`src/logic/mb_pkg.sv`:
```
// Shared constants, carrier types and CRC helper for the serial frame engine
package mb_pkg;

   // Checksum
   localparam logic [15:0] CRC_INIT    = 16'hffff;
   localparam logic [15:0] CRC_POLY    = 16'ha001;

   // Station addressing
   localparam logic [7:0]  ADDR_BCAST  = 8'h00;
   localparam logic [7:0]  ADDR_MAX    = 8'hf7;

   // Function codes and exception codes
   localparam logic [7:0]  FN_READ     = 8'h03;
   localparam logic [7:0]  FN_WRITE    = 8'h06;
   localparam logic [7:0]  EXC_FLAG    = 8'h80;
   localparam logic [7:0]  EXC_BAD_FN  = 8'h01;
   localparam logic [7:0]  EXC_BAD_ADR = 8'h02;
   localparam logic [7:0]  EXC_BAD_DAT = 8'h03;
   localparam logic [7:0]  EXC_FAIL    = 8'h04;
   localparam logic [7:0]  EXC_NONE    = 8'h00;

   // Frame shape: address, function, four data bytes, two check bytes
   localparam logic [7:0]  REQ_LEN     = 8'h08;
   localparam logic [7:0]  MIN_LEN     = 8'h04;
   localparam logic [2:0]  ECHO_LEN    = 3'h6;
   localparam logic [2:0]  SHORT_LEN   = 3'h3;

   // Character timing in half-bit units; one character is 11 bit times
   localparam int          CHAR_BITS   = 11;
   localparam logic [7:0]  T15_HALF    = 8'(3 * CHAR_BITS);
   localparam logic [7:0]  T35_HALF    = 8'(7 * CHAR_BITS);

   typedef enum logic [2:0] {
      S_IDLE    = 3'b000,
      S_EVAL    = 3'b001,
      S_WRITE   = 3'b010,
      S_HDR     = 3'b011,
      S_RD_REQ  = 3'b100,
      S_RD_WORD = 3'b101,
      S_CRC     = 3'b110,
      S_DRAIN   = 3'b111
   } state_type;

   typedef struct packed {
      logic        req;
      logic        wr;
      logic [15:0] addr;
      logic [15:0] wdata;
   } param_req_type;

   typedef struct packed {
      logic        ack;
      logic [7:0]  exc;
      logic [15:0] rdata;
   } param_rsp_type;

   // One byte through the reflected CRC-16, LSB first
   function automatic logic [15:0] crc_byte(input logic [15:0] crc, input logic [7:0] data);
      logic [15:0] c;
      c = crc ^ {8'h00, data};
      for (int i = 0; i < 8; i++) begin
         c = c[0] ? ((c >> 1) ^ CRC_POLY) : (c >> 1);
      end
      return c;
   endfunction : crc_byte

endpackage : mb_pkg

```
`src/logic/tx_skid_buf.sv`:
```
// Two-entry byte buffer between the frame engine and the serial transmitter
`timescale 1ns/1ps
`default_nettype none
module tx_skid_buf #(
   parameter int WIDTH = 8
)(
   // Clock and reset
   input  wire logic             mclk_i,
   input  wire logic             rst_i,
   // Filling side
   input  wire logic             in_valid_i,
   output logic                  in_ready_o,
   input  wire logic [WIDTH-1:0] in_data_i,
   // Draining side
   output logic                  out_valid_o,
   input  wire logic             out_ready_i,
   output logic [WIDTH-1:0]      out_data_o,
   // Status
   output logic                  empty_o
);

   logic             spare_valid_ff;
   logic [WIDTH-1:0] spare_data_ff;
   logic             push;
   logic             pop;

   assign push       = in_valid_i && in_ready_o;
   assign pop        = out_valid_o && out_ready_i;
   // Ready comes from a flop, so a stalled receiver never forms a long path
   assign in_ready_o = !spare_valid_ff;
   assign empty_o    = !out_valid_o && !spare_valid_ff;

   always_ff @(posedge mclk_i or posedge rst_i) begin
      if (rst_i) begin
         out_valid_o    <= 1'b0;
         out_data_o     <= '0;
         spare_valid_ff <= 1'b0;
         spare_data_ff  <= '0;
      end else if (!out_valid_o || pop) begin
         if (spare_valid_ff) begin
            out_data_o     <= spare_data_ff;
            out_valid_o    <= 1'b1;
            spare_valid_ff <= 1'b0;
         end else begin
            out_valid_o <= push;
            if (push) begin
               out_data_o <= in_data_i;
            end
         end
      end else if (push) begin
         spare_data_ff  <= in_data_i;
         spare_valid_ff <= 1'b1;
      end
   end

endmodule : tx_skid_buf
`default_nettype wire

```
`src/logic/modbus_rtu_slave_framer.sv`:
```
// Serial slave frame engine: gap framing, address filter, read/write parsing, replies
`timescale 1ns/1ps
`default_nettype none
// Overview of operation
// - Drive enable rises only for our own reply; otherwise we only listen.
// - Accept frames for our own station address or broadcast address zero.
// - Transmit only as the answer to a received request, never unprompted.
// - Every valid individually addressed request gets a reply frame.
// - Broadcast writes are carried out but never answered; broadcast reads are dropped.
// - A silence of 3.5 characters ends a message; replies start after it.
// - Bus is watched always; first byte after a gap is the address.
// - Silence over 1.5 characters mid-frame abandons it; next byte is address.
// - Bytes arriving within the gap are appended and later fail the check.
// - Function 03H reads parameters, 06H writes one parameter.
// - Read request: address, 03H, start address, count, check bytes.
// - Read reply echoes address, function, count times two, words high first.
// - Write request carries address and value; success echoes it exactly.
// - Two check bytes close each frame; receiver recomputes and flags mismatch.
// - Checksum starts at ffff each frame, over the eight data bits only.
// - Per byte: xor in, then eight right shifts with conditional polynomial xor.
// - Check value is sent low byte first, then high byte.
// - Request problems, and store errors on a write or a read's first word, in addressed frames that pass the check get an exception reply; check failures get none.
// - Exception reply: address, function plus 80h, one code, check bytes.
module modbus_rtu_slave_framer
   import mb_pkg::*;
#(
   parameter int MAX_WORDS = 125
)(
   // Clock and reset
   input  wire logic          mclk_i,
   input  wire logic          rst_i,
   // Configuration
   input  wire logic [7:0]    own_addr_i,
   input  wire logic [15:0]   half_bit_div_i,
   // Received bytes
   input  wire logic [7:0]    rx_data_i,
   input  wire logic          rx_valid_i,
   // Transmit bytes
   output logic [7:0]         tx_data_o,
   output logic               tx_valid_o,
   input  wire logic          tx_ready_i,
   input  wire logic          tx_idle_i,
   output logic               drive_en_o,
   // Parameter store
   output var param_req_type  param_o,
   input  wire param_rsp_type param_rsp_i,
   // Status pulses
   output logic               frame_ok_o,
   output logic               crc_err_o
);

   state_type         state_ff;
   logic [15:0]       div_cnt_ff, rx_crc_ff, tx_crc_ff, word_ff;
   logic [7:0]        gap_cnt_ff, rx_cnt_ff, words_ff;
   logic [7:0]        rx_buf_ff [REQ_LEN];
   logic [5:0][7:0]   hdr_ff;
   logic [2:0]        idx_ff, hdr_len_ff;
   logic              half_tick_ff, frame_open_ff, first_ff, is_read_ff, bcast_ff;
   logic              drive_en_ff, frame_ok_ff, crc_err_ff;

   logic              gap15, end_evt, rx_take, rx_start;
   logic              crc_ok, is_bcast, accept;
   logic [7:0]        eval_code, push_byte;
   logic [15:0]       rq_addr, rq_val;
   logic              push_valid, push, buf_in_ready, buf_empty;

   function automatic logic [5:0][7:0] exc_hdr(input logic [7:0] addr, input logic [7:0] fn,
                                                input logic [7:0] code);
      return {8'h00, 8'h00, 8'h00, code, fn | EXC_FLAG, addr};
   endfunction : exc_hdr

   // Half-bit enable; divisor must be at least one
   always_ff @(posedge mclk_i or posedge rst_i) begin
      if (rst_i) begin
         div_cnt_ff   <= 16'h0000;
         half_tick_ff <= 1'b0;
      end else begin
         half_tick_ff <= (div_cnt_ff == 16'h0000);
         div_cnt_ff   <= (div_cnt_ff == 16'h0000) ? half_bit_div_i - 16'h0001 : div_cnt_ff - 16'h0001;
      end
   end

   // Silence timer, cleared by every byte even while we answer
   always_ff @(posedge mclk_i or posedge rst_i) begin
      if (rst_i) begin
         gap_cnt_ff <= T35_HALF;
      end else if (rx_valid_i) begin
         gap_cnt_ff <= 8'h00;
      end else if (half_tick_ff && gap_cnt_ff < T35_HALF) begin
         gap_cnt_ff <= gap_cnt_ff + 8'h01;
      end
   end

   assign gap15    = gap_cnt_ff >= T15_HALF;
   assign end_evt  = frame_open_ff && half_tick_ff && !rx_valid_i
                     && gap_cnt_ff == T35_HALF - 8'h01;
   // Bytes are only collected while idle; our own echo is ignored
   assign rx_take  = rx_valid_i && state_ff == S_IDLE;
   assign rx_start = rx_take && (!frame_open_ff || gap15);

   // Receive collection
   always_ff @(posedge mclk_i or posedge rst_i) begin
      if (rst_i) begin
         frame_open_ff <= 1'b0;
         rx_cnt_ff     <= 8'h00;
         rx_crc_ff     <= CRC_INIT;
         for (int i = 0; i < int'(REQ_LEN); i++) begin
            rx_buf_ff[i] <= 8'h00;
         end
      end else begin
         if (end_evt) begin
            frame_open_ff <= 1'b0;
         end else if (rx_take) begin
            frame_open_ff <= 1'b1;
         end
         if (rx_start) begin
            rx_cnt_ff    <= 8'h01;
            rx_crc_ff    <= crc_byte(CRC_INIT, rx_data_i);
            rx_buf_ff[0] <= rx_data_i;
         end else if (rx_take) begin
            // Short gaps append, so a merged frame fails its check
            if (rx_cnt_ff != 8'hff) begin
               rx_cnt_ff <= rx_cnt_ff + 8'h01;
            end
            rx_crc_ff <= crc_byte(rx_crc_ff, rx_data_i);
            if (rx_cnt_ff < REQ_LEN) begin
               rx_buf_ff[rx_cnt_ff[2:0]] <= rx_data_i;
            end
         end
      end
   end

   // Good frame leaves a zero residue over data plus check bytes
   assign crc_ok   = rx_crc_ff == 16'h0000 && rx_cnt_ff >= MIN_LEN;
   assign is_bcast = rx_buf_ff[0] == ADDR_BCAST;
   assign accept   = crc_ok && (is_bcast || (rx_buf_ff[0] == own_addr_i && own_addr_i <= ADDR_MAX));
   assign rq_addr  = {rx_buf_ff[2], rx_buf_ff[3]};
   assign rq_val   = {rx_buf_ff[4], rx_buf_ff[5]};

   always_comb begin
      if (rx_buf_ff[1] != FN_READ && rx_buf_ff[1] != FN_WRITE) begin
         eval_code = EXC_BAD_FN;
      end else if (rx_cnt_ff != REQ_LEN) begin
         eval_code = EXC_BAD_DAT;
      end else if (rx_buf_ff[1] == FN_READ && (rq_val == 16'h0000 || rq_val > 16'(MAX_WORDS))) begin
         eval_code = EXC_BAD_DAT;
      end else begin
         eval_code = EXC_NONE;
      end
   end

   // Frame handling and reply sequencing
   always_ff @(posedge mclk_i or posedge rst_i) begin
      if (rst_i) begin
         state_ff   <= S_IDLE;
         idx_ff     <= 3'h0;
         hdr_ff     <= '0;
         hdr_len_ff <= 3'h0;
         param_o    <= '0;
         words_ff   <= 8'h00;
         word_ff    <= 16'h0000;
         first_ff   <= 1'b0;
         is_read_ff <= 1'b0;
         bcast_ff   <= 1'b0;
      end else begin
         unique case (state_ff)
            S_IDLE: begin
               if (end_evt) begin
                  state_ff <= S_EVAL;
               end
            end
            S_EVAL: begin
               idx_ff     <= 3'h0;
               bcast_ff   <= is_bcast;
               is_read_ff <= 1'b0;
               if (!accept) begin
                  state_ff <= S_IDLE;
               end else if (eval_code != EXC_NONE) begin
                  hdr_ff     <= exc_hdr(rx_buf_ff[0], rx_buf_ff[1], eval_code);
                  hdr_len_ff <= SHORT_LEN;
                  state_ff   <= is_bcast ? S_IDLE : S_HDR;
               end else if (rx_buf_ff[1] == FN_WRITE) begin
                  for (int i = 0; i < 6; i++) begin
                     hdr_ff[i] <= rx_buf_ff[i];
                  end
                  hdr_len_ff <= ECHO_LEN;
                  param_o    <= '{req: 1'b1, wr: 1'b1, addr: rq_addr, wdata: rq_val};
                  state_ff   <= S_WRITE;
               end else if (is_bcast) begin
                  state_ff <= S_IDLE;
               end else begin
                  hdr_ff     <= {24'h000000, rq_val[6:0], 1'b0, rx_buf_ff[1], rx_buf_ff[0]};
                  hdr_len_ff <= SHORT_LEN;
                  words_ff   <= rq_val[7:0];
                  first_ff   <= 1'b1;
                  is_read_ff <= 1'b1;
                  param_o    <= '{req: 1'b1, wr: 1'b0, addr: rq_addr, wdata: 16'h0000};
                  state_ff   <= S_RD_REQ;
               end
            end
            S_WRITE: begin
               if (param_rsp_i.ack) begin
                  param_o.req <= 1'b0;
                  if (param_rsp_i.exc != EXC_NONE) begin
                     hdr_ff     <= exc_hdr(hdr_ff[0], hdr_ff[1], param_rsp_i.exc);
                     hdr_len_ff <= SHORT_LEN;
                  end
                  state_ff <= bcast_ff ? S_IDLE : S_HDR;
               end
            end
            S_RD_REQ: begin
               if (param_rsp_i.ack) begin
                  param_o.req <= 1'b0;
                  word_ff     <= param_rsp_i.rdata;
                  words_ff    <= words_ff - 8'h01;
                  idx_ff      <= 3'h0;
                  if (first_ff && param_rsp_i.exc != EXC_NONE) begin
                     hdr_ff     <= exc_hdr(hdr_ff[0], hdr_ff[1], param_rsp_i.exc);
                     is_read_ff <= 1'b0;
                     state_ff   <= S_HDR;
                  end else begin
                     first_ff <= 1'b0;
                     state_ff <= first_ff ? S_HDR : S_RD_WORD;
                  end
               end
            end
            S_HDR: begin
               if (push) begin
                  if (idx_ff == hdr_len_ff - 3'h1) begin
                     idx_ff   <= 3'h0;
                     state_ff <= is_read_ff ? S_RD_WORD : S_CRC;
                  end else begin
                     idx_ff <= idx_ff + 3'h1;
                  end
               end
            end
            S_RD_WORD: begin
               if (push) begin
                  if (idx_ff == 3'h1) begin
                     idx_ff <= 3'h0;
                     if (words_ff == 8'h00) begin
                        state_ff <= S_CRC;
                     end else begin
                        param_o.req  <= 1'b1;
                        param_o.addr <= param_o.addr + 16'h0001;
                        state_ff     <= S_RD_REQ;
                     end
                  end else begin
                     idx_ff <= 3'h1;
                  end
               end
            end
            S_CRC: begin
               if (push) begin
                  idx_ff   <= (idx_ff == 3'h1) ? 3'h0 : 3'h1;
                  state_ff <= (idx_ff == 3'h1) ? S_DRAIN : S_CRC;
               end
            end
            S_DRAIN: begin
               if (buf_empty && tx_idle_i) begin
                  state_ff <= S_IDLE;
               end
            end
         endcase
      end
   end

   assign push_valid = state_ff == S_HDR || state_ff == S_RD_WORD || state_ff == S_CRC;
   assign push       = push_valid && buf_in_ready;

   always_comb begin
      unique case (state_ff)
         S_HDR:     push_byte = hdr_ff[idx_ff];
         S_RD_WORD: push_byte = (idx_ff == 3'h0) ? word_ff[15:8] : word_ff[7:0];
         S_CRC:     push_byte = (idx_ff == 3'h0) ? tx_crc_ff[7:0] : tx_crc_ff[15:8];
         default:   push_byte = 8'h00;
      endcase
   end

   // Reply checksum, restarted for every frame
   always_ff @(posedge mclk_i or posedge rst_i) begin
      if (rst_i) begin
         tx_crc_ff <= CRC_INIT;
      end else if (state_ff == S_IDLE || state_ff == S_EVAL) begin
         tx_crc_ff <= CRC_INIT;
      end else if (push && state_ff != S_CRC) begin
         tx_crc_ff <= crc_byte(tx_crc_ff, push_byte);
      end
   end

   // Line driver held from first reply byte until the transmitter is idle
   always_ff @(posedge mclk_i or posedge rst_i) begin
      if (rst_i) begin
         drive_en_ff <= 1'b0;
      end else if (state_ff == S_HDR) begin
         drive_en_ff <= 1'b1;
      end else if (state_ff == S_DRAIN && buf_empty && tx_idle_i) begin
         drive_en_ff <= 1'b0;
      end
   end

   always_ff @(posedge mclk_i or posedge rst_i) begin
      if (rst_i) begin
         frame_ok_ff <= 1'b0;
         crc_err_ff  <= 1'b0;
      end else begin
         frame_ok_ff <= state_ff == S_EVAL && accept;
         crc_err_ff  <= state_ff == S_EVAL && !crc_ok;
      end
   end

   assign drive_en_o = drive_en_ff;
   assign frame_ok_o = frame_ok_ff;
   assign crc_err_o  = crc_err_ff;

   // A stalled transmitter backs up into the sequencer instead of dropping bytes
   tx_skid_buf #(
      .WIDTH (8)
   ) u_tx_buf (
      .mclk_i      (mclk_i),
      .rst_i       (rst_i),
      .in_valid_i  (push_valid),
      .in_ready_o  (buf_in_ready),
      .in_data_i   (push_byte),
      .out_valid_o (tx_valid_o),
      .out_ready_i (tx_ready_i),
      .out_data_o  (tx_data_o),
      .empty_o     (buf_empty)
   );
endmodule : modbus_rtu_slave_framer
`default_nettype wire

```
`config.mk`:
```
export PLATFORM = sky130hd
export DESIGN_NAME = modbus_rtu_slave_framer
export DESIGN_NICKNAME = d
export VERILOG_FILES = /design/src/logic/mb_pkg.sv /design/src/logic/tx_skid_buf.sv /design/src/logic/modbus_rtu_slave_framer.sv
export SDC_FILE = /design/constraint.sdc
export NUM_CORES = 1
export LEC_CHECK = 0
export BUFFER_PORTS_ARGS = -buffer_cell sky130_fd_sc_hd__buf_2
export CAP_MARGIN = 20
export CORE_ASPECT_RATIO = 0.9
export CORE_MARGIN = 4
export CORE_UTILIZATION = 54
export DETAILED_ROUTE_END_ITERATION = 16
export PLACE_DENSITY_LB_ADDON = 0.3
export SETUP_SLACK_MARGIN = 0.3
export SYNTH_ARGS = -nofsm -noshare
export SYNTH_HDL_FRONTEND = slang
export SYNTH_SLANG_ARGS = --single-unit
```
`constraint.sdc`:
```
create_clock -name mclk_i -period 7.05 [get_ports mclk_i]
set_clock_uncertainty 0.15 [all_clocks]
set_input_delay 0.705 -clock mclk_i [delete_from_list [all_inputs] [get_ports mclk_i]]
set_output_delay 0.705 -clock mclk_i [all_outputs]
set_load 0.01 [all_outputs]
```
Word level (Yosys, flattened, before mapping)
Cells that the tools add are included.
{"block": "op_classes", "addsub": 8, "magnitude_cmp": 9, "n_eq_ne": 41, "mux": 133, "bitwise": 33, "reduce_logical": 77}
{"op": "16-bit two-way mux", "n": 32}
{"op": "48-bit two-way mux", "n": 8}
{"op": "8-bit two-way mux", "n": 19}
{"op": "48-bit case mux with 3 select lines", "n": 1}
{"op": "34-bit two-way mux", "n": 4}
{"op": "64-bit two-way mux", "n": 2}
{"op": "3-bit two-way mux", "n": 25}
{"op": "2-bit NOT with 3-bit output", "n": 24}
{"op": "64-bit bitwise mux", "n": 1}
{"op": "16-bit logical NOT", "n": 3}
{"op": "2-bit inequality test (second input constant)", "n": 17}
{"op": "16-bit case mux with 2 select lines", "n": 1}
{"op": "16-bit by 1-bit subtractor with 16-bit output (second input constant)", "n": 2}
{"op": "16-bit by 8-bit XOR with 16-bit output", "n": 2}
{"op": "1-bit two-way mux", "n": 25}
{"op": "8-bit binary-select mux with 3-bit select", "n": 1}
{"op": "8-bit demux with 3-bit select", "n": 1}
{"op": "3-bit case mux with 8 select lines", "n": 1}
{"op": "8-bit case mux with 3 select lines", "n": 1}
{"op": "2-bit nonzero test", "n": 12}
{"op": "1-bit logical AND", "n": 22}
{"op": "7-bit AND reduction", "n": 3}
{"op": "16-bit by 1-bit adder with 16-bit output (second input constant)", "n": 1}
{"op": "8-bit by 1-bit adder with 8-bit output (second input constant)", "n": 2}
{"op": "52 further kinds", "n": 91}
{"block": "totals", "register_bits": 269, "inputBits": 62, "word_cells": 342}

Depth between registers and ports, before layout
Gate-level depths: netlist (run 1).
{"block": "logic_depth", "word_depth": 22, "depth_mapped": 15, "mapped_depth_nobuf": 12}

Hierarchy
From an unflattened synthesis (run 1), not the netlist that was laid out.
{"block": "unflattened", "hier_cells": 1292, "area_unflattened_um2": 13091.3}
{"mod": "modbus_rtu_slave_framer", "n_inst": 1, "cells_per_inst": 1239, "area_per_inst_um2": 12296.8, "seq_area_each_um2": 5925.7}
{"mod": "tx_skid_buf", "n_inst": 1, "cells_per_inst": 53, "area_per_inst_um2": 794.5, "seq_area_each_um2": 450.4}

Worst setup path before layout (run 1)
OpenSTA, ideal clock, no wires.
{"block": "synth_timing", "path_kind": "reg-to-reg", "from": "register idx_ff[0]", "to": "register tx_crc_ff[0]", "t_arrival_ns": 3.100, "required_time_ns": 6.827, "path_slack_ns": 3.727, "stages_incl_launch_ff": 16, "n_path_buf": 4, "path_cell_list": "dfrtp_1 -> buf_4 -> buf_4 -> inv_1 -> ha_1 -> nor2b_1 -> buf_4 -> buf_6 -> mux2i_1 -> o22ai_1 -> a21oi_1 -> xnor2_1 -> xor2_1 -> xnor3_1 -> xor3_1 -> a21oi_1"}
{"block": "synth_via", "elab_chain_len": 15, "word_cells_on_any_way": 24, "classes_between": "mux (15); bitwise (8); reduce/logical (1)"}
{"element": "start: declaration", "line_no": "modbus_rtu_slave_framer.sv:57", "text": "logic [2:0] idx_ff, hdr_len_ff;"}
{"element": "start signal: assignment", "line_no": "modbus_rtu_slave_framer.sv:233", "text": "idx_ff <= idx_ff + 3'h1;"}
{"element": "start signal: assignment", "line_no": "modbus_rtu_slave_framer.sv:255", "text": "idx_ff <= (idx_ff == 3'h1) ? 3'h0 : 3'h1;"}
{"element": "8-bit binary-select mux with 3-bit select / 3-bit logical NOT (equally long branches)", "line_no": "modbus_rtu_slave_framer.sv:273, modbus_rtu_slave_framer.sv:274, modbus_rtu_slave_framer.sv:275"}
{"element": "8-bit two-way mux (on tied branches)", "line_no": "modbus_rtu_slave_framer.sv:273, modbus_rtu_slave_framer.sv:274, modbus_rtu_slave_framer.sv:275"}
{"element": "8-bit case mux with 3 select lines (*)", "line_no": "modbus_rtu_slave_framer.sv:272", "text": "unique case (state_ff)"}
{"element": "16-bit by 8-bit XOR with 16-bit output (*)", "line_no": "mb_pkg.sv:60", "text": "c = crc ^ {8'h00, data};"}
{"element": "16-bit two-way mux (*) (6 in series)", "line_no": "mb_pkg.sv:62", "text": "c = c[0] ? ((c >> 1) ^ CRC_POLY) : (c >> 1);"}
{"element": "2-bit NOT with 3-bit output (no line) / 16-bit two-way mux (equally long branches)"}
{"element": "16-bit two-way mux (*) (2 in series)", "line_no": "mb_pkg.sv:62"}
{"element": "16-bit two-way mux (*)", "line_no": "modbus_rtu_slave_framer.sv:286", "text": "end else if (push && state_ff != S_CRC) begin"}
{"element": "16-bit two-way mux (*)", "line_no": "modbus_rtu_slave_framer.sv:284", "text": "end else if (state_ff == S_IDLE || state_ff == S_EVAL) begin"}
{"element": "end signal: assignment", "line_no": "modbus_rtu_slave_framer.sv:287", "text": "tx_crc_ff <= crc_byte(tx_crc_ff, push_byte);"}
{"element": "end: declaration", "line_no": "modbus_rtu_slave_framer.sv:53", "text": "logic [15:0] div_cnt_ff, rx_crc_ff, tx_crc_ff, word_ff;"}
Every way passes the cells marked *; elsewhere a longest branch is shown, timed or not. The select of a mux whose other input is x is not followed.
A chain may end at the register's enable or synchronous reset.

Worst setup path in the final report (run 1)
{"block": "layout_timing", "from": "register state_ff[0]", "to": "register tx_crc_ff[0]"}
{"block": "layout_via", "elab_chain_len": 14, "word_cells_on_any_way": 31, "classes_between": "eq/ne (5); mux (11); bitwise (8); reduce/logical (7)"}
{"element": "start: declaration", "line_no": "modbus_rtu_slave_framer.sv:52", "text": "state_type state_ff;"}
{"element": "start signal: assignment", "line_no": "modbus_rtu_slave_framer.sv:181", "text": "state_ff <= is_bcast ? S_IDLE : S_HDR;"}
{"element": "start signal: assignment", "line_no": "modbus_rtu_slave_framer.sv:208", "text": "state_ff <= bcast_ff ? S_IDLE : S_HDR;"}
{"element": "start signal: assignment", "line_no": "modbus_rtu_slave_framer.sv:223", "text": "state_ff <= first_ff ? S_HDR : S_RD_WORD;"}
{"element": "3-bit equality test / 3-bit by 2-bit equality test with 1-bit output (equally long branches)", "line_no": "modbus_rtu_slave_framer.sv:268, modbus_rtu_slave_framer.sv:272"}
{"element": "8-bit case mux with 3 select lines", "line_no": "modbus_rtu_slave_framer.sv:272"}
{"element": "16-bit by 8-bit XOR with 16-bit output", "line_no": "mb_pkg.sv:60"}
{"element": "16-bit two-way mux / 2-bit NOT with 3-bit output (equally long branches) (6 in series)"}
{"element": "2-bit NOT with 3-bit output (no line) / 16-bit two-way mux (equally long branches)"}
{"element": "16-bit two-way mux (2 in series)", "line_no": "mb_pkg.sv:62"}
{"element": "16-bit two-way mux", "line_no": "modbus_rtu_slave_framer.sv:286"}
{"element": "16-bit two-way mux", "line_no": "modbus_rtu_slave_framer.sv:284"}
Several ways; a longest one is shown, not always the timed one. The select of a mux whose other input is x is not followed.

==> metrics.md, run 1 <==
| Metric | Value |
|---|---|
| Worst vdd ir | 284.4 µV |
| Core Box Area | 23480 µm² |
| Fraction of layout instances using a drive strength above 1 | 20.71% |
| Final hold slack | 241.4 ps |
| Count of final setup violators | 0 |
| Setup repair after global routing missed its margin | no |
| Wire length of the first global-routing pass | 52810 µm |
| Signed area change from the synthesized netlist to the final layout | 13.85% |
| CTS clock-pin slew for the worst setup and hold paths | 60 ps |
| Net count, final | 1489 |
| Sequential share of the synthesized area | 49.33% |
| Most common cell after layout, fill and taps aside | sky130_fd_sc_hd__dfrtp_1 |
| Setup TNS after final layout | 0 ps |
| Number of antenna violations at the first check in global routing | 0 |
| # fillers | 1953 |
| Startpoint class of the critical path | register |
| GR Util All Layers | 24.85% |
| MaxCap Viol Count | 0 |
| Peak Freq | 248.0 MHz |
| Hpwl dp | 23340 µm |
| Quantity of I/O buffers inserted on ports | 107 |
| Largest net degree at the start of global routing | 159 |
| Number of H-tree branching levels | 1 |
| Ports | 108 |
| Largest delay contributor family on the critical path | XOR/XNOR gates |
| Yosys reg bits | 253 |
| List of cells traversed by the critical path | nor2b_1 -> nand2_1 -> o22ai_1 -> a21oi_1 -> xnor2_1 -> xnor3_1 -> xnor3_1 -> xor3_1 -> a21oi_1 |
| Footprint of the multi-input gates | 6212 µm² |
| Number of unique standard cell types used by synthesis | 73 |
| Count of flip-flops with a built-in enable after synthesis | 0 |
| Final Routed Wirelength | 33320 µm |
| Via count of the first global-routing pass | 9657 |
| DR WL/cell | 19.19 µm |
| Final hold violations | 0 |
| Die height | 154.8 µm |
| Min-delay worst type | input pin to register |
| Core utilization of the finished layout | 62.69% |
| Leakage Power | 6.664 nW |
| Leading cell types in the layout, fill and taps excluded | 217 x sky130_fd_sc_hd__dfrtp_1, 177 x sky130_fd_sc_hd__nand2_1, 123 x sky130_fd_sc_hd__nor2_1 |
| Starting utilization of the core area | 55.06% |
| Data required time at the worst endpoint | 7370 ps |
| First-iteration detailed-routing DRC count | 851 |
| # placed instances | 1683 |
| Final Total Pwr | 4.294 mW |
| Post-CTS setup repair buffer count | 0 |
| Synthesized instance count | 1331 |
| Area taken by flip-flops and latches | 6376 µm² |
| Synth Flop Type | sky130_fd_sc_hd__dfrtp_1 |
| Power density over cell area | 291.8 nW/µm² |
| Crit Path Class | register to register |
| Master of the slowest instance on the critical path | sky130_fd_sc_hd__dfrtp_1 |
| Final critical-path required period | 4032 ps |
| CP Buf/Inv Count | 0 |
| Max stage delay on crit path | 770 ps |
| Synth Cell Area | 12930 µm² |
| Post-synth ARST share | 100.0% |
| Transition at the pin with the smallest max-transition slack | 1064 ps |
| Worst rel slew slack | 28.74% |
| FP Rows | 53 |
| Post-route clock period utilization | 57.20% |
| CTS tree | built |
| Routability congestion estimate | 0.9343 |
| Number of antenna-violating nets in the routed design | 0 |
| Floorplan die area | 26480 µm² |
| Die width | 171.1 µm |
| Post-cts repair resize count | 0 |
| Root buffer cell | sky130_fd_sc_hd__clkbuf_16 |
| CTS Buffer Depth | 3 |
| CP endpoint kind | register |
| Final-report max-slew violation count | 0 |
| Run status | finished, final reports clean |
| YS warnings | 0 |
| Number of cells in the finished layout apart from fillers | 1736 |
| Worst-Skew Late Latency | 540 ps |
| Diodes inserted | 0 |
| Syn_nets | 1405 |
| Average cell area after synthesis | 9.712 µm² |
| Via count | 10340 |
| Total gr overflow | 0 |
| Arrival time at the worst endpoint | 4350 ps |
| DRC violations left | 0 |
| Crit Path Max Fanout | 28 |
| TritonRoute pass-1 iters | 5 |
| Total clock sinks | 253 |
| Num CTS Buffers | 28 |
| Routed vias/inst | 5.953 |
Yosys cell counts, types with 27 or more instances:
library cell / instances / share of area, %
sky130_fd_sc_hd__nand3_1: 40 / 1.5
sky130_fd_sc_hd__xnor2_1: 53 / 3.6
sky130_fd_sc_hd__nor2_1: 123 / 3.6
sky130_fd_sc_hd__mux2_2: 62 / 5.4
sky130_fd_sc_hd__dfrtp_1: 217 / 42
sky130_fd_sc_hd__nor3_1: 27 / 1.0
sky130_fd_sc_hd__o21ai_0: 65 / 2.5
sky130_fd_sc_hd__a21oi_1: 99 / 3.8
sky130_fd_sc_hd__clkbuf_1: 56 / 1.6
sky130_fd_sc_hd__o21ai_1: 55 / 2.1
sky130_fd_sc_hd__nand2_1: 177 / 5.1
sky130_fd_sc_hd__mux2i_1: 31 / 2.4
sky130_fd_sc_hd__dfstp_2: 36 / 7.3
layer usage:
metal / share of wire [%] / track usage, % / vias up
met5: 0 / 0 / -
met1: 44 / 36.16 / 5045
met3: 7.5 / 5.137 / 60
li1: - / - / 4865
met4: 2.7 / 6.752 / 0
met2: 46 / 38.23 / 365
cell type report:
type | count | share of cell area, %
Clock buffer | 41 | 5.645
Clock inverter | 8 | 0.6291
Inverter | 23 | 0.6121
Multi-Input combinational cell | 983 | 42.21
Sequential cell | 253 | 43.33
Tap cell | 302 | 2.568
Timing Repair Buffer | 126 | 5.008
kinds of logic (layout without fill, tap and decap cells):
family	count (synthesis)	in the layout	share of synthesized area, %
buffers and inverters	95	198	2.952
AOI/OAI and AO/OA	315	315	14.37
xor gates and xnor gates	83	83	6.059
muxes	102	102	9.283
and+or+nand+nor	471	471	16.84
adders and majority gates	12	12	1.162
DFF	253	253	49.33
final timing paths:
check | cells after the start | from | end | slack [ps]
max | 9 | state_ff[0]$_DFFE_PP0P_ | tx_crc_ff[0]$_DFFE_PP1P_ | 3020
min | 2 | param_rsp_i[5] | word_ff[5]$_DFFE_PP0P_ | 240
max reg2reg | 9 | state_ff[0]$_DFFE_PP0P_ | tx_crc_ff[0]$_DFFE_PP1P_ | 3020
min reg2reg | 2 | hdr_len_ff[1]$_DFFE_PP0P_ | hdr_len_ff[1]$_DFFE_PP0P_ | 320
max in group asynchronous | 5 | rst_i | rx_buf_ff[63]$_DFFE_PP0P_ | 4890
min in group asynchronous | 3 | rst_i | gap_cnt_ff[4]$_DFFE_PP0P_ | 460
report_power, final:
| group | total [mW] | switching, mW | internal [mW] |
|---|---|---|---|
| registers | 2.02 | 0.310 | 1.71 |
| clock network | 1.46 | 0.581 | 0.883 |
| logic | 0.807 | 0.394 | 0.414 |
timing repair:
item | in CTS | in global routing
endpoints found under the hold margin | 0 | 1
hold buffers | 0 | 1
endpoints found under the setup margin | 0 | 0
registers in the layout, summed over array words and instances, names as in the netlist, 8 cells and up:
signal                  flops
div_cnt_ff                 16
gap_cnt_ff                  8
hdr_ff                     48
param_o                    34
rq_addr                    16
rq_val                     16
rx_buf_ff                  16
rx_cnt_ff                   8
rx_crc_ff                  16
tx_crc_ff                  16
u_tx_buf.out_data_o         8
u_tx_buf.spare_data_ff      8
word_ff                    16
words_ff                    8
metrics by stage:
stage                     instance area [µm²]  setup slack, ps
after global routing                    14720             2706
final                                   14720             3018
after floorplan                         12930             2895
after detailed placement                13720             3080
after CTS                               14650             3044
after global placement                  13710             3188
Power figures use the tool's default switching activity.
==> run 2: changes to the inputs <==
ABC_AREA = 1   (was default)
CORE_UTILIZATION = 55   (was 54)
clock period = 3.4 ns   (was 7.05 ns; I/O delays follow)
==> metrics.md, run 2 <==
| Metric | Value |
|---|---|
| Reg2Reg Depth | 12 (+3) |
| CTS Buffer Depth | 3 (unchanged) |
| Post-CTS setup repair buffer count | 0 (unchanged) |
| Worst vdd ir | 611.4 µV (+110%) |
| Top routing layer in use | met4 |
| Synth Cell Area | 13660 µm² (+5.7%) |
| Leakage Power | 7.455 nW (+12%) |
| Most common cell after layout, fill and taps aside | sky130_fd_sc_hd__nand2_1 |
| Number of antenna-violating nets in the routed design | 0 (unchanged) |
| Register name with the most flops | hdr_ff |
| DRC violations left | 0 (unchanged) |
| Die height | 157.5 µm (+1.8%) |
| Yosys reg bits | 253 (unchanged) |
| Via count of the first global-routing pass | 11530 (+19%) |
| Core utilization of the finished layout | 64.51% (+1.8 points) |
| Num CTS Buffers | 28 (unchanged) |
| Signed area change from the synthesized netlist to the final layout | 14.88% |
| Yosys top cell by area | sky130_fd_sc_hd__dfrtp_1 |
| Fin area | 15690 µm² (+6.6%) |
| Min-delay worst type | input pin to register |
| Hpwl dp | 26700 µm (+14%) |
| Flop-to-flop setup slack | 520 ps (-2500 ps) |
| Synthesized instance count | 1693 (+27%) |
| Startpoint of the lowest-slack hold path | half_bit_div_i[2] |
| Crit Path Max Fanout | 15 (-46%) |
| Leading post-synthesis cells by cell area | sky130_fd_sc_hd__dfrtp_1 40%, sky130_fd_sc_hd__nand2_1 11%, sky130_fd_sc_hd__dfstp_2 6.9% |
| Final Routed Wirelength | 37040 µm (+11%) |
| CTS tree | built |
| Wire length of the first global-routing pass | 60370 µm (+14%) |
| R2R Path End | words_ff[4]$_DFFE_PP0P_ |
| Total gr overflow | 0 (unchanged) |
| Root buffer cell | sky130_fd_sc_hd__clkbuf_16 |
| Diodes inserted | 0 (unchanged) |
| Max stage delay on crit path | 470 ps (-300 ps) |
| Average cell area after synthesis | 8.067 µm² (-17%) |
| Transition at the pin with the smallest max-transition slack | 790.0 ps (-274.1 ps) |
| GR Util All Layers | 26.81% (+2.0 points) |
| Number of H-tree branching levels | 1 (unchanged) |
| Setup repair after global routing missed its margin | no |
| Sequential share of the synthesized area | 46.68% (-2.6 points) |
| List of cells traversed by the critical path | inv_1 -> ha_1 -> inv_1 -> nor4_1 -> nand2_2 -> nor2_4 -> inv_2 -> nor2_8 -> a21oi_4 -> nor2_4 -> o311ai_0 -> o21ai_0 |
| Final Total Pwr | 10.12 mW (+140%) |
| Top-area cell type share of the netlist area | 39.76% (-2.3 points) |
| Most common cell in the netlist | sky130_fd_sc_hd__nand2_1 |
| FP Rows | 54 (+1.9%) |
| Met3 routed WL | 3455 µm (+39%) |
| Routability congestion estimate | 0.9497 (+1.6%) |
| Detailed-route wire length on metal 1 | 16640 µm (+13%) |
| Routed vias/inst | 5.677 (-4.6%) |
| Master of the slowest instance on the critical path | sky130_fd_sc_hd__nor4_1 |
| Final-report max-slew violation count | 0 (unchanged) |
| CTS clock-pin slew for the worst setup and hold paths | 60 ps (about the same) |
| Final hold violations | 0 (unchanged) |
| Post-cts repair resize count | 0 (unchanged) |
| Starting utilization of the core area | 56.15% (+1.1 points) |
| Critical path depth | 12 (+3) |
| Flip-flop count of the largest register after layout | 48 (unchanged) |
| DR WL/cell | 17.24 µm (-10%) |
| MaxCap Viol Count | 0 (unchanged) |
| Leading cell types in the layout, fill and taps excluded | 387 x sky130_fd_sc_hd__nand2_1, 217 x sky130_fd_sc_hd__dfrtp_1, 199 x sky130_fd_sc_hd__inv_1 |
| Total cell area at the placement stage | 14420 µm² (+5.1%) |
| Total of hold buffers inserted after clock tree synthesis | 29 (+29) |
| Number of antenna violations at the first check in global routing | 0 (unchanged) |
| Largest registers | hdr_ff (48), param_o (34) |
| Hold path depth | 3 (+1) |
| Ranking of synthesized cells by instance count | 387 x sky130_fd_sc_hd__nand2_1, 217 x sky130_fd_sc_hd__dfrtp_1, 200 x sky130_fd_sc_hd__inv_1 |
| Die width | 174.1 µm (+1.8%) |
| Quantity of I/O buffers inserted on ports | 107 (unchanged) |
| Via count | 12200 (+18%) |
| Met2 wirelength from detailed routing | 16140 µm (+6.2%) |
| Data required time at the worst endpoint | 3710 ps (-3660 ps) |
| Net count, final | 1893 (+27%) |
| Capture endpoint of the worst hold path | div_cnt_ff[2]$_DFF_PP0_ |
| Core Box Area | 24320 µm² (+3.6%) |
| Final critical-path required period | 2878 ps (-1155 ps) |
| Number of unique standard cell types used by synthesis | 60 (-18%) |
| CP Buf/Inv Count | 3 (+3) |
| Peak Freq | 347.5 MHz (+40%) |
| Ports | 108 (unchanged) |
| Synth Flop Type | sky130_fd_sc_hd__dfrtp_1 |
| Fraction of layout instances using a drive strength above 1 | 16.78% (-3.9 points) |
| Arrival time at the worst endpoint | 3190 ps (-1160 ps) |
| TritonRoute pass-1 iters | 7 (+2) |
| Largest net degree at the start of global routing | 92 (-42%) |
| Startpoint class of the critical path | register |
| YS warnings | 0 (unchanged) |
| Setup TNS after final layout | 0 ps (unchanged) |
| Worst-Skew Late Latency | 550 ps (about the same) |
| Startpoint of the most critical register-to-register path | rx_cnt_ff[0]$_DFFE_PP0P_ |
| Run status | finished, final reports clean |
| Final hold slack | 11.19 ps (-230.2 ps) |
| Worst rel slew slack | 47.22% (+18 points) |
| Count of flip-flops with a built-in enable after synthesis | 0 (unchanged) |
| Post-route clock period utilization | 84.64% (+27 points) |
| First-iteration detailed-routing DRC count | 1365 (+60%) |
| Post-synth ARST share | 100.0% (unchanged) |
| Floorplan die area | 27420 µm² (+3.6%) |
| Largest delay contributor family on the critical path | simple AND/OR/NAND/NOR gates |
| CP endpoint kind | register |
| Total clock sinks | 253 (unchanged) |
| Syn_nets | 1767 (+26%) |
| Power density over cell area | 645.1 nW/µm² (+120%) |
| Count of final setup violators | 0 (unchanged) |
| Crit Path Class | register to register |
run 2: cell count changes after synthesis, sizes merged, moves of 22 or more:
cell    before  now
nand2      177  405
inv         23  223
o21ai      121  209
mux2        63   17
nand3       40   76
clkbuf      56   21
xnor2       53   18
a21oi       99   65
mux2i       31    0
o211ai       3   25
run 2: how the worst max path moves through the flow:
stage	from	to	slack [ps]
final	rx_cnt_ff[0]$_DFFE_PP0P_	words_ff[4]$_DFFE_PP0P_	520
after global routing	idx_ff[1]$_DFFE_PP0P_	tx_crc_ff[0]$_DFFE_PP1P_	310
after CTS	rx_cnt_ff[0]$_DFFE_PP0P_	words_ff[4]$_DFFE_PP0P_	580
after detailed placement	rx_cnt_ff[0]$_DFFE_PP0P_	words_ff[4]$_DFFE_PP0P_	600
after global placement	rx_cnt_ff[0]$_DFFE_PP0P_	param_o[21]$_DFFE_PP0P_	650
after floorplan	rst_i	bcast_ff$_DFFE_PP0P_	-390
run 2: cell type report:
type	count	area (µm²)
fill	2044	8633
clock buffer	40	817.0
timing repair buffer	152	983.4
clock inverter	12	165.2
sequential	253	6376
inverter	227	858.3
multi-input combinational	1157	6105
tap	308	385.4
run 2: kinds of logic after synthesis:
family / synth area share, %
muxes: 1.402
DFF: 46.68
buffers and inverters: 8.620
AOI/OAI and AO/OA: 15.78
and+or+nand+nor: 23.22
adders and majority gates: 1.099
xor gates and xnor gates: 3.188
run 2: metrics by stage:
stage                     instances  worst slack [ps]
after global routing           2149             309.8
final                          2149             522.3
after global placement         2068             654.7
after floorplan                1693            -390.3
after CTS                      2149             579.6
after detailed placement       2068             597.0
run 2: layer usage:
metal  up-vias  GRT usage [%]
li1       5847              -
met1      5780          39.76
met2       503          40.85
met3        69          6.172
met4         0          5.466
met5         -              0
run 2: tightest hold or removal path, cell delays in order:
cell and delay (ps):
sky130_fd_sc_hd__buf_2 80, sky130_fd_sc_hd__a21oi_1 90, sky130_fd_sc_hd__xor2_1 140
run 2: power by group:
group | total [mW] | internal (mW) | switching, mW | leakage, nW
logic | 2.80 | 0.963 | 1.84 | 3.80
clock network | 3.21 | 1.97 | 1.24 | 0.481
registers | 4.11 | 3.60 | 0.512 | 3.18
total | 10.1 | 6.53 | 3.59 | 7.46
